`src/rtl/ptc_pkg.sv`:
```
// Package of register offsets, field layouts and reset values for the period timer control
package ptc_pkg;
   localparam logic [3:0] PTC_ADR_CTRL = 4'h0;
   localparam logic [3:0] PTC_ADR_COUNT = 4'h1;
   localparam logic [3:0] PTC_ADR_PERIOD = 4'h2;
   localparam logic [3:0] PTC_ADR_STATUS = 4'h3;
   localparam logic [3:0] PTC_ADR_MASK = 4'h4;
   localparam logic [3:0] PTC_ADR_MODE = 4'h5;
   localparam int PTC_RUN_BIT = 7;
   localparam int PTC_PRE_LSB = 4;
   localparam int PTC_POST_LSB = 0;
   localparam int PTC_EV_MATCH = 0;
   localparam int PTC_EV_POST = 1;
   localparam int PTC_EV_HWCLR = 2;
   localparam logic [7:0] PTC_CTRL_RST = 8'h00;
   localparam logic [7:0] PTC_COUNT_RST = 8'h00;
   localparam logic [7:0] PTC_PERIOD_RST = 8'hff;
   localparam logic [2:0] PTC_STAT_RST = 3'h0;
   localparam logic [6:0] PTC_PRE_RST = 7'h00;
   localparam logic [3:0] PTC_POST_RST = 4'h0;
endpackage

```
`src/rtl/ptc_timer.sv`:
```
// Period timer with run bit, prescaler, postscaler and classic Wishbone registers
`timescale 1ns/1ps
// Notes on behaviour
// - Counting only while run is set; run clear holds counter and scalers in reset.
// - Prescaler divides timer clock by two to the power of the select code.
// - Postscale ratio is select field plus one, 1:1 to 1:16.
// - One postscaled event for every N period matches.
// - Hardware clears run bit on period match in one-shot mode.
// - When count equals working period, next prescaler rollover returns count to zero.
// - Working period reloads on count or control write, external reset, match rollover.
module ptc_timer (
   input wire logic clock_i,
   input wire logic rstn_i,
   input wire logic tick_i,
   input wire logic ext_reset_i,
   input wire logic wb_cyc_i,
   input wire logic wb_stb_i,
   input wire logic wb_we_i,
   input wire logic [3:0] wb_adr_i,
   input wire logic [3:0] wb_sel_i,
   input wire logic [31:0] wb_dat_i,
   output logic [31:0] wb_dat_o,
   output logic wb_ack_o,
   output logic match_o,
   output logic post_event_o,
   output logic irq_o
);
   import ptc_pkg::*;

   logic [7:0] ctrl_r, ctrl_nxt;
   logic [7:0] count_value_r, count_value_nxt;
   logic [7:0] period_value_r, period_value_nxt;
   logic [7:0] work_period_r, work_period_nxt;
   logic [6:0] pre_cnt_r, pre_cnt_nxt;
   logic [3:0] post_cnt_r, post_cnt_nxt;
   logic [2:0] status_r, status_nxt;
   logic [2:0] mask_r, mask_nxt;
   logic one_shot_r, one_shot_nxt;
   logic ack_r, ack_nxt;
   logic [31:0] rdat_r, rdat_nxt;
   logic match_r, match_nxt;
   logic post_r, post_nxt;

   logic req, wr, wr_lane0;
   logic run;
   logic [2:0] input_divide_select;
   logic [3:0] match_divide_select;
   logic pre_roll, at_period, ev_match, ev_post;
   logic [2:0] ev_vec;

   // Mask of prescaler bits that must all be one for a rollover
   function automatic logic [6:0] pre_mask(input logic [2:0] sel);
      pre_mask = 7'((8'h01 << sel) - 8'h01);
   endfunction

   function automatic logic hit(input logic [3:0] adr, input logic [3:0] reg_adr);
      hit = (adr == reg_adr);
   endfunction

   assign req = wb_cyc_i & wb_stb_i & ~ack_r;
   assign wr = req & wb_we_i;
   assign wr_lane0 = wr & wb_sel_i[0];
   assign run = ctrl_r[PTC_RUN_BIT];
   assign input_divide_select = ctrl_r[PTC_PRE_LSB +: 3];
   assign match_divide_select = ctrl_r[PTC_POST_LSB +: 4];

   // Prescaler counts raw ticks; its mask lets a select change apply without touching count
   assign pre_roll = run & tick_i & ((pre_cnt_r & pre_mask(input_divide_select))
                     == pre_mask(input_divide_select));
   assign at_period = (count_value_r == work_period_r);
   assign ev_match = pre_roll & at_period;
   assign ev_post = ev_match & (post_cnt_r == match_divide_select);

   always_comb begin
      ctrl_nxt = ctrl_r;
      count_value_nxt = count_value_r;
      period_value_nxt = period_value_r;
      work_period_nxt = work_period_r;
      pre_cnt_nxt = pre_cnt_r;
      post_cnt_nxt = post_cnt_r;
      one_shot_nxt = one_shot_r;
      match_nxt = 1'b0;
      post_nxt = 1'b0;
      if (!run) begin
         pre_cnt_nxt = PTC_PRE_RST;
         post_cnt_nxt = PTC_POST_RST;
         count_value_nxt = PTC_COUNT_RST;
      end else if (tick_i) begin
         // Run set by software is first seen here, on the next timer clock
         pre_cnt_nxt = pre_roll ? PTC_PRE_RST : 7'(pre_cnt_r + 7'h01);
         if (pre_roll) begin
            if (at_period) begin
               count_value_nxt = PTC_COUNT_RST;
               work_period_nxt = period_value_r;
               match_nxt = 1'b1;
               post_cnt_nxt = ev_post ? PTC_POST_RST : 4'(post_cnt_r + 4'h1);
               post_nxt = ev_post;
               if (one_shot_r) begin
                  ctrl_nxt[PTC_RUN_BIT] = 1'b0;
               end
            end else begin
               count_value_nxt = 8'(count_value_r + 8'h01);
            end
         end
      end
      if (ext_reset_i) begin
         count_value_nxt = PTC_COUNT_RST;
         work_period_nxt = period_value_r;
      end
      if (wr_lane0 && hit(wb_adr_i, PTC_ADR_CTRL)) begin
         ctrl_nxt = wb_dat_i[7:0];
         work_period_nxt = period_value_r;
      end
      if (wr_lane0 && hit(wb_adr_i, PTC_ADR_COUNT)) begin
         count_value_nxt = wb_dat_i[7:0];
         work_period_nxt = period_value_r;
      end
      if (wr_lane0 && hit(wb_adr_i, PTC_ADR_PERIOD)) begin
         period_value_nxt = wb_dat_i[7:0];
      end
      if (wr_lane0 && hit(wb_adr_i, PTC_ADR_MODE)) begin
         one_shot_nxt = wb_dat_i[0];
      end
   end

   always_ff @(posedge clock_i or negedge rstn_i) begin
      if (!rstn_i) begin
         ctrl_r <= PTC_CTRL_RST;
         count_value_r <= PTC_COUNT_RST;
         period_value_r <= PTC_PERIOD_RST;
         work_period_r <= PTC_PERIOD_RST;
         pre_cnt_r <= PTC_PRE_RST;
         post_cnt_r <= PTC_POST_RST;
         one_shot_r <= 1'b0;
         match_r <= 1'b0;
         post_r <= 1'b0;
      end else begin
         ctrl_r <= ctrl_nxt;
         count_value_r <= count_value_nxt;
         period_value_r <= period_value_nxt;
         work_period_r <= work_period_nxt;
         pre_cnt_r <= pre_cnt_nxt;
         post_cnt_r <= post_cnt_nxt;
         one_shot_r <= one_shot_nxt;
         match_r <= match_nxt;
         post_r <= post_nxt;
      end
   end

   // Interrupt status: a new event wins over a write-one clear in the same cycle
   assign ev_vec = {ev_match & one_shot_r & run, ev_post, ev_match};

   always_comb begin
      status_nxt = status_r;
      mask_nxt = mask_r;
      if (wr_lane0 && hit(wb_adr_i, PTC_ADR_STATUS)) begin
         status_nxt = status_r & ~wb_dat_i[2:0];
      end
      if (wr_lane0 && hit(wb_adr_i, PTC_ADR_MASK)) begin
         mask_nxt = wb_dat_i[2:0];
      end
      status_nxt = status_nxt | ev_vec;
   end

   always_ff @(posedge clock_i or negedge rstn_i) begin
      if (!rstn_i) begin
         status_r <= PTC_STAT_RST;
         mask_r <= PTC_STAT_RST;
      end else begin
         status_r <= status_nxt;
         mask_r <= mask_nxt;
      end
   end

   // Bus slave: one wait state, ack for exactly one cycle; unmapped reads return zero
   always_comb begin
      ack_nxt = req;
      rdat_nxt = rdat_r;
      if (req && !wb_we_i) begin
         unique case (wb_adr_i)
            PTC_ADR_CTRL: rdat_nxt = {24'h0, ctrl_r};
            PTC_ADR_COUNT: rdat_nxt = {24'h0, count_value_r};
            PTC_ADR_PERIOD: rdat_nxt = {24'h0, period_value_r};
            PTC_ADR_STATUS: rdat_nxt = {29'h0, status_r};
            PTC_ADR_MASK: rdat_nxt = {29'h0, mask_r};
            PTC_ADR_MODE: rdat_nxt = {31'h0, one_shot_r};
            default: rdat_nxt = 32'h0;
         endcase
      end
   end

   always_ff @(posedge clock_i or negedge rstn_i) begin
      if (!rstn_i) begin
         ack_r <= 1'b0;
         rdat_r <= 32'h0;
      end else begin
         ack_r <= ack_nxt;
         rdat_r <= rdat_nxt;
      end
   end

   assign wb_ack_o = ack_r;
   assign wb_dat_o = rdat_r;
   assign match_o = match_r;
   assign post_event_o = post_r;
   assign irq_o = |(status_r & mask_r);
endmodule // ptc_timer

```
`config.mk`:
```
export PLATFORM = sky130hd
export DESIGN_NAME = ptc_timer
export DESIGN_NICKNAME = d
export VERILOG_FILES = /design/src/rtl/ptc_pkg.sv /design/src/rtl/ptc_timer.sv
export SDC_FILE = /design/constraint.sdc
export NUM_CORES = 1
export LEC_CHECK = 0
export ABC_AREA = 0
export BUFFER_PORTS_ARGS = -buffer_cell sky130_fd_sc_hd__buf_2
export CORE_ASPECT_RATIO = 0.9
export CORE_MARGIN = 1.5
export CORE_UTILIZATION = 54
export CTS_CLUSTER_SIZE = 25
export DETAILED_ROUTE_END_ITERATION = 12
export PLACE_DENSITY = 0.81
export SYNTH_ARGS = -nofsm -noshare
export SYNTH_HDL_FRONTEND = slang
export SYNTH_SLANG_ARGS = --single-unit
```
`constraint.sdc`:
```
create_clock -name clock_i -period 3.86 [get_ports clock_i]
set_input_delay 0.193 -clock clock_i [delete_from_list [all_inputs] [get_ports clock_i]]
set_output_delay 0.193 -clock clock_i [all_outputs]
set_load 0.005 [all_outputs]
```
# After elaboration in Yosys (flattened, before gate mapping)
# Index checks and enable logic that the tools add are counted.
[word_totals]
register_bits = 85
input_bits = 47
wordCells = 102
[classes]
n_addsub = 4
eq_ne = 13
n_shift = 1
mux = 37
bitwise_logic = 16
n_reduce_logical = 17
[op_table]
columns = ["operator", "count"]
rows = [
  ["2-to-1 mux 8 bit", 14],
  ["one-hot mux 8 bit (6 select lines)", 1],
  ["2-to-1 mux 7 bit", 3],
  ["2-to-1 mux 4 bit", 5],
  ["nonzero test 4 bit", 4],
  ["2-to-1 mux 1 bit", 13],
  ["bitwise AND 1 bit", 10],
  ["adder 8 x 1 -> 8 bit (second input constant)", 1],
  ["equality test 4 x 2 -> 1 bit (second input constant)", 2],
  ["equality test 4 x 3 -> 1 bit (second input constant)", 2],
  ["equality test 8 bit", 1],
  ["adder 7 x 1 -> 7 bit (second input constant)", 1],
  ["bitwise AND 7 bit", 1],
  ["equality test 7 bit", 1],
  ["logical AND 1 bit", 7],
  ["<< shifter 1 x 3 -> 7 bit (first input constant)", 1],
  ["subtractor 7 x 1 -> 7 bit (second input constant)", 1],
  ["bitwise AND 3 bit", 2],
  ["adder 4 x 1 -> 4 bit (second input constant)", 1],
  ["equality test 4 x 1 -> 1 bit (second input constant)", 1],
  ["equality test 4 bit", 1],
  ["zero test 4 bit", 1],
  ["inequality test 2 x 1 -> 1 bit (second input constant)", 2],
  ["inequality test 4 x 2 -> 1 bit (second input constant)", 1],
  ["11 further kinds", 11],
]

# Depth between registers and ports, before layout
[depth]
word_depth = 12
ltp_mapped = 11

# Least setup slack after synthesis
# Ideal clock, no wire load.
[synth_timing]
path_type = "flip-flop to flip-flop"
startpoint = "register ctrl_r[6]"
endpoint = "register count_value_r[1]"
setup_time_ns = 0.125
arrival_ns = 2.844
t_required_ns = 3.735
slack_ns = 0.891
path_stages_with_launch = 11
path_buffers = 3
path_cell_list = "dfrtp_1 buf_2 or3_4 ha_1 clkbuf_1 or4b_2 a31oi_1 a2111o_1 o31a_1 buf_2 mux2_4"
[synth_between]
elab_chain_cells = 7
[synth_rtl]
columns = ["item", "line", "source"]
rows = [
  ["start: declaration", "ptc_timer.sv:30", "logic [7:0] ctrl_r, ctrl_nxt;"],
  ["start signal: assignment", "ptc_timer.sv:138", "ctrl_r <= ctrl_nxt;"],
  ["<< shifter 1 x 3 -> 7 bit *", "ptc_timer.sv:53", "pre_mask = 7'((8'h01 << sel) - 8'h01);"],
  ["subtractor 7 x 1 -> 7 bit *", "ptc_timer.sv:53", ""],
  ["bitwise AND 7 bit", "ptc_timer.sv:68", "assign pre_roll = run & tick_i & ((pre_cnt_r & pre_mask(input_divide_select))"],
  ["equality test 7 bit *", "ptc_timer.sv:69", "== pre_mask(input_divide_select));"],
  ["bitwise AND 1 bit *", "ptc_timer.sv:68", ""],
  ["inequality test 4 x 2 -> 1 bit (no line) *", "n/a", ""],
  ["AND reduction 2 bit (no line) *", "n/a", ""],
  ["end signal: assignment", "ptc_timer.sv:139", "count_value_r <= count_value_nxt;"],
  ["end: declaration", "ptc_timer.sv:31", "logic [7:0] count_value_r, count_value_nxt;"],
]
# Every way passes the cells marked *; elsewhere a longest branch is shown, timed or not.
# A chain may end at the register's enable or synchronous reset.

# Worst setup path after layout
[layout_timing]
startpoint = "register ctrl_r[6]"
endpoint = "register work_period_r[5]"
[layout_between]
elab_chain_cells = 7
[layout_rtl]
columns = ["item", "line", "source"]
rows = [
  ["<< shifter 1 x 3 -> 7 bit *", "ptc_timer.sv:53", ""],
  ["subtractor 7 x 1 -> 7 bit *", "ptc_timer.sv:53", ""],
  ["bitwise AND 7 bit", "ptc_timer.sv:68", ""],
  ["equality test 7 bit *", "ptc_timer.sv:69", ""],
  ["bitwise AND 1 bit *", "ptc_timer.sv:68", ""],
  ["nonzero test 4 bit (no line) *", "n/a", ""],
  ["AND reduction 4 bit (no line) *", "n/a", ""],
  ["end signal: assignment", "ptc_timer.sv:141", "work_period_r <= work_period_nxt;"],
  ["end: declaration", "ptc_timer.sv:33", "logic [7:0] work_period_r, work_period_nxt;"],
]
# Marked as above.

==> flow_summary.toml <==
[routing]
post_drt_wl_per_cell_um = 16.93
drcViolationCount = 0
vias_per_cell = 5.908
dr.pass1.iters = 4
dr.first_iter.drc_count = 308
drtAntennaViolNets = 0
routed_wl_mm = 7.872
vias = 2747

[critical_path]
crit_type = "flip-flop to flip-flop"
startpoint_type = "flip-flop"
cp.arrival_ns = 3.46
path_cells = "or3_4 > ha_1 > or4b_2 > a31oi_1 > a2111o_1 > o31a_1 > buf_4 > mux2_4"
critPathRequiredTime_ns = 4.14
max_stage_delay_ns = 0.63
crit_slowest_cell = "or4b_2"
endpoint_kind = "flip-flop"
cp_max_fo = 12

[sta]
skew_ns = 0.007948
period_minus_slack_ns = 3.184
slew_viol_final = 0
max_freq_mhz = 314.0
grt_setup_unrepaired = "false"
fin_crit_sh_pct = 82.50
setup_violations = 0
tns_ns = 0
tightestPinTransition_ns = 0.7995
finalHoldViolations = 0
slew_headroom_pct = 46.41

[global_routing]
grt_max_degree = 62
grt_busiest_layer = "met2"
grt_util_met1_pct = 33.75
grt_util_met2_pct = 36.97
grtUsageMet3_pct = 6.064
grt_pass1_vias = 2541
grt_remaining_overflow = 0
grt_antenna_before_repair = 0
gr-usage-all-layers_pct = 24.57
grt_pass1_wl_mm = 12.99

[clock_network]
clk_pin_slew_ns = 0.07
post_cts_buffers = 0
clock_latency_ns = 0.35
clockRootBuffer = "clkbuf_8"
cts_buffer_depth = 2
cts.sinks = 61
cts-resized-gates = 0
cts_buffers = 9
cts_tree = "built"
cts_hold_buffers = 0
htree_levels = 3

[synthesis]
ys_seq_area_share_pct = 43.05
synth_compound_area_share_pct = 14.73
synth_area_per_cell_um2 = 10.38
synth-seq-cells = 61
syn_area_um2 = 3592
yosys.area_share.xor_xnor_pct = 4.389
synth_edf_count = 0
yosys.area_share.simple_pct = 15.01
synthFlopType = "dfrtp_1"
ys_warn_count = 0
synthMuxAreaShare_pct = 12.82
synth_cells = 346
synth_cell_types = 57
synthAdderAreaFrac_pct = 1.393
synth_top_family_by_area = "simple AND/OR/NAND/NOR gates"
synth-async-reset-ratio_pct = 100.0

[pwr]
peakVddDrop_mv = 0.1948
total_leakage_power_uw = 0.001796
power_uw = 1573
p_per_area_nw_per_um2 = 400.6

[floorplan]
io-pin-count = 83
row_count = 27
die_x_um = 88.97
die_h_um = 80.38
start_util_pct = 57.17
core_um2 = 6284
die_area_um2 = 7151

[placed_design]
port_buffers = 31
hpwl_mm = 5.471
gp_congestion = 0.8286

[finish]
drive_gt1_share_pct = 28.04
diodes = 0
fill_cells = 527
area_growth_pct = 9.300
layout.nets = 425

[run]
cap_violations = 0

[hold_path]
min-delay-path-class = "input port to asynchronous set/reset pin"

[outcome]
outcome = "finished clean"
## cell usage in the layout, fill, tap and decap left out, types with 3 or more instances in the layout
cell | synthesis | routed
a2111oi_0 | 6 | 6
xor2_1 | 10 | 10
a31oi_1 | 4 | 4
mux2i_1 | 10 | 10
buf_4 | 24 | 7
nand3b_1 | 4 | 4
dfstp_2 | 16 | 16
a21oi_1 | 8 | 8
buf_2 | 4 | 31
ha_1 | 4 | 4
nor2_1 | 15 | 15
xnor2_1 | 8 | 8
conb_1 | 1 | 24
o2111ai_1 | 3 | 3
nor3_1 | 5 | 5
nand2b_1 | 6 | 6
nand3_1 | 6 | 6
clkbuf_8 | 0 | 11
dfrtp_1 | 45 | 45
o22ai_1 | 7 | 7
a32oi_1 | 7 | 7
inv_1 | 10 | 10
nor4_1 | 4 | 4
a22o_1 | 10 | 10
nand2_1 | 32 | 32
o21ai_0 | 9 | 9
and3_1 | 6 | 6
mux2_4 | 9 | 9
mux2_2 | 18 | 18
## stage by stage
| stage | cell area (um^2) | hold slack (ns) | util (%) | cells | setup slack, ns |
|---|---|---|---|---|---|
| after floorplan | 3679 | -0.1026 | - | 369 | 0.8909 |
| after global placement | 3727 | 0.3971 | 59.32 | 450 | 0.7749 |
| after detailed placement | 3727 | 0.4059 | 59.32 | 450 | 0.6965 |
| after CTS | 3926 | 0.03280 | 62.49 | 465 | 0.6674 |
| after global routing | 3926 | 0.06239 | 62.49 | 465 | 0.5084 |
| final | 3926 | 0.009813 | 62.49 | 465 | 0.6756 |
## critical path, delay by kind of cell, from the launching register on
kind	cells	cell delay, ns
fa+ha+maj	1	0.30
buf+inv	1	0.21
mux	1	0.32
simple gates	2	1.07
compound gates	3	0.71
flops	1	0.50
## path summary, 6_finish.rpt
kind                              from                end  slack (ns)  depth (start not counted)
min reg2reg                wb_dat_o[4]        wb_dat_o[4]        0.50                          1
max                          ctrl_r[6]   work_period_r[5]        0.68                          8
max reg2reg                  ctrl_r[6]   work_period_r[5]        0.68                          8
max in group asynchronous       rstn_i   count_value_r[7]        3.35                          2
min in group clock_i       wb_dat_i[6]  period_value_r[6]        0.13                          2
min                             rstn_i      post_cnt_r[3]        0.01                          2
## final cells by class
class	count	area (um^2)	share of cell area (%)
clock buffers	11	151.4	3.856
well taps	87	108.9	2.772
repair buffers	38	207.7	5.290
flip-flops and latches	61	1546	39.39
multi-input cells	254	1827	46.53
inverters	10	37.54	0.9560
clock inverters	4	47.55	1.211
## registers in the layout, indices dropped and copies added, names as in the netlist, 4 cells and up
| name | flops |
|---|---|
| count_value_r | 8 |
| ctrl_r | 8 |
| period_value_r | 8 |
| wb_dat_o | 8 |
| work_period_r | 8 |
| pre_cnt_r | 7 |
| post_cnt_r | 4 |
## metal layers
layer,routed length (um),share of wire [%]
met3,466,5.9
met4,168,2.1
met5,0,0
met1,3496,44
met2,3740,48
## cell families (layout without fill, tap and decap cells)
logic type / Yosys count / in the layout
other: 1 / 24
XOR/XNOR: 18 / 18
multiplexers: 38 / 38
AND/OR/NAND/NOR: 99 / 99
flip-flops: 61 / 61
AO/OA/AOI/OAI: 71 / 71
buffers and inverters: 54 / 63
adder cells (fa/ha/maj): 4 / 4
## power by group
part | switching [uW] | internal, uW | leakage (uW)
sequential | 47.0 | 692 | 0.000783
combinational | 156 | 102 | 0.000912
clock | 250 | 327 | 0.000101
total | 452 | 1120 | 0.00180
## Yosys cell counts (2+ instances only)
| cell | instances | area, um^2 |
|---|---|---|
| o21ai_0 | 9 | 45.04 |
| buf_2 | 4 | 20.02 |
| o41ai_1 | 2 | 17.52 |
| mux2_2 | 18 | 202.7 |
| nand2b_1 | 6 | 37.54 |
| a32oi_1 | 7 | 61.31 |
| nor4_1 | 4 | 25.02 |
| o31a_1 | 2 | 17.52 |
| and3_1 | 6 | 37.54 |
| nand4_1 | 2 | 12.51 |
| a41oi_1 | 2 | 17.52 |
| clkbuf_1 | 14 | 52.55 |
| mux2i_1 | 10 | 100.1 |
| nand3_1 | 6 | 30.03 |
| o22ai_1 | 7 | 43.79 |
| a21oi_1 | 8 | 40.04 |
| nand3b_1 | 4 | 30.03 |
| xor2_1 | 10 | 87.58 |
| dfstp_2 | 16 | 420.4 |
| nor3_2 | 2 | 20.02 |
| nor2b_1 | 2 | 12.51 |
| nand2_1 | 32 | 120.1 |
| mux2_4 | 9 | 135.1 |
| a22o_1 | 10 | 87.58 |
| or4b_2 | 2 | 20.02 |
| inv_1 | 10 | 37.54 |
| buf_4 | 24 | 180.2 |
| o311ai_0 | 2 | 17.52 |
| a2111oi_0 | 6 | 52.55 |
| dfrtp_1 | 45 | 1126 |
| xnor2_1 | 8 | 70.07 |
| or4_1 | 2 | 15.01 |
| nor3_1 | 5 | 25.02 |
| ha_1 | 4 | 50.05 |
| nor2_1 | 15 | 56.30 |
| nor3b_2 | 2 | 25.02 |
| a31oi_1 | 4 | 25.02 |
| o2111ai_1 | 3 | 26.28 |
| o211ai_1 | 2 | 15.01 |
| o31ai_1 | 2 | 15.01 |
| nor3b_1 | 2 | 15.01 |
No activity file was read; power rests on OpenSTA's default activity.
